`src/inc/reg_access_pkg.sv`:
```
// Package of constants for the terminal register access engine.
package reg_access_pkg;
    localparam int          CTRL_W          = 8;
    localparam int          WORD_W          = 16;
    localparam int          REG_NUM_W       = 6;
    localparam int          REG_COUNT       = 64;
    localparam int          BIT_REG_ACCESS  = 7;
    localparam int          BIT_WRITE       = 6;
    localparam logic [5:0]  OFS_WP_KEY      = 6'h1f;
    localparam logic [5:0]  OFS_FEATURE     = 6'h20;
    localparam logic [15:0] WP_KEY_VALUE    = 16'h1235;
    localparam logic [15:0] RST_WORD        = 16'h0000;
    localparam logic [7:0]  RST_STATUS      = 8'h00;
    typedef enum logic [0:0] {ST_IDLE, ST_DONE} access_state_t;
endpackage : reg_access_pkg

```
`src/core/reg_access_engine.sv`:
```
// Control-byte decoder that serves register reads and writes over the process image.
`timescale 1ns/100ps
`default_nettype none
module reg_access_engine
    import reg_access_pkg::*;
(
    input  wire logic              i_core_clk,
    input  wire logic              i_reset,
    input  wire logic [CTRL_W-1:0] i_control_byte,
    input  wire logic [WORD_W-1:0] i_host_write_word,
    input  wire logic              i_power_cycle,
    output logic      [CTRL_W-1:0] o_status_byte,
    output logic      [WORD_W-1:0] o_terminal_reply_word,
    output logic                   o_write_protect,
    output logic      [WORD_W-1:0] o_feature_active
);
    access_state_t     state_reg;
    access_state_t     state_next;
    logic [CTRL_W-1:0] status_reg;
    logic [CTRL_W-1:0] status_next;
    logic [WORD_W-1:0] reply_reg;
    logic [WORD_W-1:0] reply_next;
    logic              protect_reg;
    logic              protect_next;
    logic [CTRL_W-1:0] served_reg;
    logic [CTRL_W-1:0] served_next;
    logic              req;
    logic              is_write;
    logic [REG_NUM_W-1:0] reg_num;
    logic              new_req;
    logic              wr_en;
    logic [WORD_W-1:0] rd_data;

    // Both flag bits sit above the register number field, or the decode overlaps.
    if (BIT_WRITE < REG_NUM_W || BIT_REG_ACCESS <= BIT_WRITE
            || BIT_REG_ACCESS >= CTRL_W) begin : g_bad_layout
        $error("Control byte layout cannot hold the flags and the register number.");
    end
    // The register number must reach every entry of the store and no further.
    if (REG_COUNT != (1 << REG_NUM_W)) begin : g_bad_count
        $error("Register count does not match the register number field.");
    end

    assign req      = i_control_byte[BIT_REG_ACCESS];
    assign is_write = i_control_byte[BIT_WRITE];
    assign reg_num  = i_control_byte[REG_NUM_W-1:0];
    // A request is served once; a changed control byte counts as a new one.
    assign new_req  = req && (state_reg == ST_IDLE || i_control_byte != served_reg);
    assign wr_en    = new_req && is_write && (!protect_reg || reg_num == OFS_WP_KEY);

    reg_store #(
        .DEPTH (REG_COUNT)
    ) u_store (
        .i_core_clk       (i_core_clk),
        .i_reset          (i_reset),
        .i_wr_en          (wr_en),
        .i_addr           (reg_num),
        .i_wr_data        (i_host_write_word),
        .i_apply          (i_power_cycle),
        .o_rd_data        (rd_data),
        .o_feature_active (o_feature_active)
    );

    always_comb begin
        state_next   = state_reg;
        status_next  = status_reg;
        reply_next   = reply_reg;
        protect_next = protect_reg;
        served_next  = served_reg;
        if (!req) begin
            state_next  = ST_IDLE;
            status_next = i_control_byte;
        end else if (new_req) begin
            state_next  = ST_DONE;
            served_next = i_control_byte;
            if (is_write) begin
                status_next = i_control_byte & ~(8'h01 << BIT_WRITE);
                if (reg_num == OFS_WP_KEY) begin
                    protect_next = (i_host_write_word != WP_KEY_VALUE);
                end
            end else begin
                status_next = i_control_byte;
                reply_next  = rd_data;
            end
        end
    end

    always_ff @(posedge i_core_clk) begin
        if (i_reset) begin
            state_reg   <= ST_IDLE;
            status_reg  <= RST_STATUS;
            reply_reg   <= RST_WORD;
            protect_reg <= 1'b1;
            served_reg  <= RST_STATUS;
        end else begin
            state_reg   <= state_next;
            status_reg  <= status_next;
            reply_reg   <= reply_next;
            protect_reg <= protect_next;
            served_reg  <= served_next;
        end
    end

    assign o_status_byte         = status_reg;
    assign o_terminal_reply_word = reply_reg;
    assign o_write_protect       = protect_reg;
endmodule : reg_access_engine
`default_nettype wire

```
`src/core/reg_store.sv`:
```
// Register array of the terminal, with an active copy of the feature word taken on restart.
`timescale 1ns/100ps
`default_nettype none
module reg_store
    import reg_access_pkg::*;
#(
    parameter int DEPTH = REG_COUNT
) (
    input  wire logic                 i_core_clk,
    input  wire logic                 i_reset,
    input  wire logic                 i_wr_en,
    input  wire logic [REG_NUM_W-1:0] i_addr,
    input  wire logic [WORD_W-1:0]    i_wr_data,
    input  wire logic                 i_apply,
    output logic      [WORD_W-1:0]    o_rd_data,
    output logic      [WORD_W-1:0]    o_feature_active
);
    // The read port decodes every register number, so the array must cover them all.
    if (DEPTH != (1 << REG_NUM_W)) begin : g_bad_depth
        $error("reg_store depth must equal the register number range");
    end

    logic [WORD_W-1:0] mem_reg [DEPTH];
    logic [WORD_W-1:0] mem_next [DEPTH];
    logic [WORD_W-1:0] feature_reg;
    logic [WORD_W-1:0] feature_next;

    // Stored values only steer the terminal after a restart, modelled by i_apply.
    always_comb begin
        mem_next = mem_reg;
        feature_next = feature_reg;
        if (i_wr_en) begin
            mem_next[i_addr] = i_wr_data;
        end
        if (i_apply) begin
            feature_next = mem_reg[OFS_FEATURE];
        end
    end

    always_ff @(posedge i_core_clk) begin
        if (i_reset) begin
            for (int i = 0; i < DEPTH; i++) begin
                mem_reg[i] <= RST_WORD;
            end
            feature_reg <= RST_WORD;
        end else begin
            mem_reg     <= mem_next;
            feature_reg <= feature_next;
        end
    end

    assign o_rd_data        = mem_reg[i_addr];
    assign o_feature_active = feature_reg;
endmodule : reg_store
`default_nettype wire

```
`config.mk`:
```
export PLATFORM = sky130hd
export DESIGN_NAME = reg_access_engine
export DESIGN_NICKNAME = d
export VERILOG_FILES = /design/src/inc/reg_access_pkg.sv /design/src/core/reg_access_engine.sv /design/src/core/reg_store.sv
export SDC_FILE = /design/constraint.sdc
export NUM_CORES = 2
export LEC_CHECK = 0
export BUFFER_PORTS_ARGS = -buffer_cell sky130_fd_sc_hd__buf_2
export CORE_MARGIN = 4
export CORE_UTILIZATION = 30
export CTS_BUF_LIST = sky130_fd_sc_hd__clkbuf_4 sky130_fd_sc_hd__clkbuf_8
export DETAILED_ROUTE_END_ITERATION = 7
export PLACE_DENSITY = 0.47
export REMOVE_ABC_BUFFERS = 1
export SLEW_MARGIN = 0
export SYNTH_ARGS = -nofsm -noshare
export SYNTH_HDL_FRONTEND = slang
export SYNTH_SLANG_ARGS = --single-unit
```
`constraint.sdc`:
```
create_clock -name i_core_clk -period 5.2 [get_ports i_core_clk]
set_input_delay 0.78 -clock i_core_clk [delete_from_list [all_inputs] [get_ports i_core_clk]]
set_output_delay 0.78 -clock i_core_clk [all_outputs]
set_load 0.005 [all_outputs]
```
==> qor.yml <==
ys_warn_count: 0
cp_cell_sequence: "clkbuf_8 > nand2b_1 > nor2_2 > buf_4 > a221oi_1 > a21oi_1 > a2111oi_0 > buf_4 > a311oi_1"
cts_root_buf: "clkbuf_8"
globalplace.congestion: 0.8636
drive_above_1_share_pct: 15.61
slowest_stage: "nand2b_1"
grt_pass1_wl_um: 293100
synth_top_cells_by_area: "dfxtp_1 (45%), nand2_1 (13%), mux2i_1 (9.6%)"
hp-start: "i_host_write_word[13]"
drc: 0
dr.first_iter.drc_count: 4450
synth_cell_types: 76
place_area_um2: 50200
synth_edf_count: 0
grtUsageTotal_pct: 23.64
intPower_mw: 13.37
dp_cells: 7439
crit_arrival_ns: 4.14
ios: 68
pwr-share-comb_pct: 6.6
path_class: "primary input to register"
status: "completed"
start_util_pct: 30.24
stdcell_area_um2: 54430
cts_max_level: 4
postCtsSetupBuffers: 0
ir_drop_v: 0.0001839
drt_pass1_iterations: 6
antenna_found_initial: 14
fin_crit_sh_pct: 64.70
holdBufCountCts: 0
crit_top_cell: "buf_4"
syn_avg_cell_area_um2: 8.542
min_period_ns: 3.364
maxCapViolCount: 0
power.density_nw_per_um2: 333.3
nFillCells: 16293
ctsLongestPathBuffers: 3
hold_class: "primary input to register"
slew_headroom_pct: 13.67
drt-total-wl_um: 204700
clock.fmax_mhz: 297.2
die_h_um: 408.0
crit_fanout: 52
io_buffer_count: 67
required_ns: 5.98
start_kind: "primary input"
async_flop_share_pct: 0
via_count: 42385
switchingPower_mw: 4.772
insertion_delay_ns: 0.94
finClkSkew_ns: 0.04817
pwr-share-seq_pct: 45.6
cts_tree: "built"
layout.cells.non_filler: 7789
die_area_um2: 166500
largest_reg_flops: 1024
path_clk_slew_ns: 0.06
synth_ff_type: "dfxtp_1"
coreArea_um2: 158700
yosys-top-cells-count: "nand2_1 (1646), dfxtp_1 (1073), a21oi_1 (851)"
grt.overflow.total: 0
finalHoldViolations: 0
endpoint_kind: "register"
die_w_um: 408.0
timing.final.setup_violations: 0
yosys.area.top_type_share_pct: 44.75
num_rows: 146
cts_inserted_buffers: 191
clkSinkCount: 1073
slew_violations: 0
dpl.hpwl_um: 125300
rsz0062_at_grt: "no"
netlist_instances: 5619
routed_via_density: 5.442
drtAntennaViolNets: 0
p_clk_share_pct: 47.8
wl_per_cell_um: 26.28
synth_top_area_cell: "dfxtp_1"
power_mw: 18.14
worst_pin_slew_ns: 1.285
ys_seq_area_share_pct: 44.75
fin_nets: 5587
grt_max_degree: 221
cts_resized: 0
startpoint: "i_control_byte[2]"
synth.most_common_cell: "nand2_1"
r2r-start: "served_reg[7]$_SDFFE_PP0P_"
syn2layout_area_growth_pct: 13.40
cpPeakStageDelay_ns: 0.65
swShare_pct: 26.31
synth_area_um2: 48000
static-leakage-power_nw: 20.46
postSynthRegisterBits: 1073
grt_pass1_vias: 39582
-- critical path, delay by kind of cell --
family                 cells  cell delay, ns
AOI/OAI and AO/OA          4            1.36
and+or+nand+nor            2            0.90
buffers and inverters      3            0.95
-- cell type report --
| type | instances | area (um2) | area share, % |
|---|---|---|---|
| multi-input combinational | 4008 | 23910 | 43.92 |
| sequential | 1073 | 21480 | 39.47 |
| clock buffer | 318 | 3976 | 7.306 |
| tap | 2072 | 2592 | 4.763 |
| timing repair buffer | 282 | 2201 | 4.044 |
| clock inverter | 29 | 249.0 | 0.4575 |
| inverter | 4 | 15.01 | 0.02759 |
| antenna | 3 | 7.507 | 0.01379 |
-- cells in the final DEF, fill, tap and decap left out, types with 5 or more instances in the layout --
cell type  instances
clkbuf_4          64
and2_1             5
o2bb2ai_1         11
nand4_2           23
xnor2_1            7
buf_4            204
a21oi_1          851
clkbuf_8         255
a221oi_1          74
a211oi_1          19
a31oi_1            8
nand2_1         1646
nor2_1           304
mux4_2            58
and3_1             5
nand2b_1           8
buf_2             58
a311oi_1          15
nor4_4            49
a22o_1            15
buf_12            16
nand3_1           32
clkinv_2          14
dfxtp_1         1073
a221o_1           19
nand4_1           35
mux2_2            78
o22ai_1           55
o21ai_0           41
inv_8              6
o221ai_1           7
a22oi_1           86
nor2_2             9
mux2i_1          458
nand4_4           11
-- metal layers --
| metal | global-route usage [%] | vias to the layer above | routed length, um |
|---|---|---|---|
| met5 | 0 | - | 13 |
| met4 | 9.891 | 2 | 8561 |
| met3 | 5.118 | 401 | 17490 |
| met2 | 36.33 | 1783 | 90610 |
| met1 | 32.06 | 21006 | 87990 |
| li1 | - | 19193 | - |
-- cells by family (layout without fill, tap and decap cells) --
kind of cell / Yosys count / in the layout / share of synthesized area [%]
simple gates: 2173 / 2173 / 20.34
compound gates: 1234 / 1234 / 15.00
flops: 1073 / 1073 / 44.75
mux: 594 / 594 / 14.10
buf+inv: 538 / 633 / 5.667
xor+xnor: 7 / 7 / 0.1277
other cells: 0 / 3 / 0
-- power groups by stage --
stage	clock network [mW]	registers [mW]	logic, mW
after floorplan	0	8.43	0.308
after global placement	0	8.44	1.18
after detailed placement	0	8.44	1.18
after CTS	8.84	8.26	1.18
after global routing	9.19	8.26	1.22
final	8.68	8.26	1.20
-- path summary, 6_finish.rpt --
kind / end / slack, ns / cells past startpoint
hold reg to reg: u_store.mem_reg[484]$_SDFFE_PP0P_ / 0.45 / 2
setup / recovery: o_terminal_reply_word[15]$_SDFFE_PP0P_ / 1.84 / 9
hold / removal: u_store.mem_reg[77]$_SDFFE_PP0P_ / 0.18 / 3
setup reg to reg: u_store.mem_reg[768]$_SDFFE_PP0P_ / 2.05 / 6
-- metrics by stage --
stage | setup TNS (ns) | utilization [%] | hold slack, ns | worst slack [ns]
after floorplan | -2862.81 | - | 0.4212 | -3.187
after detailed placement | 0 | 31.62 | 0.4408 | 0.8581
after global routing | 0 | 34.28 | 0.1736 | 1.713
final | 0 | 34.29 | 0.1786 | 1.836
after CTS | 0 | 34.28 | 0.09542 | 1.876
after global placement | 0 | 31.62 | 0.4341 | 0.8822
(Power assumes the default switching activity.)
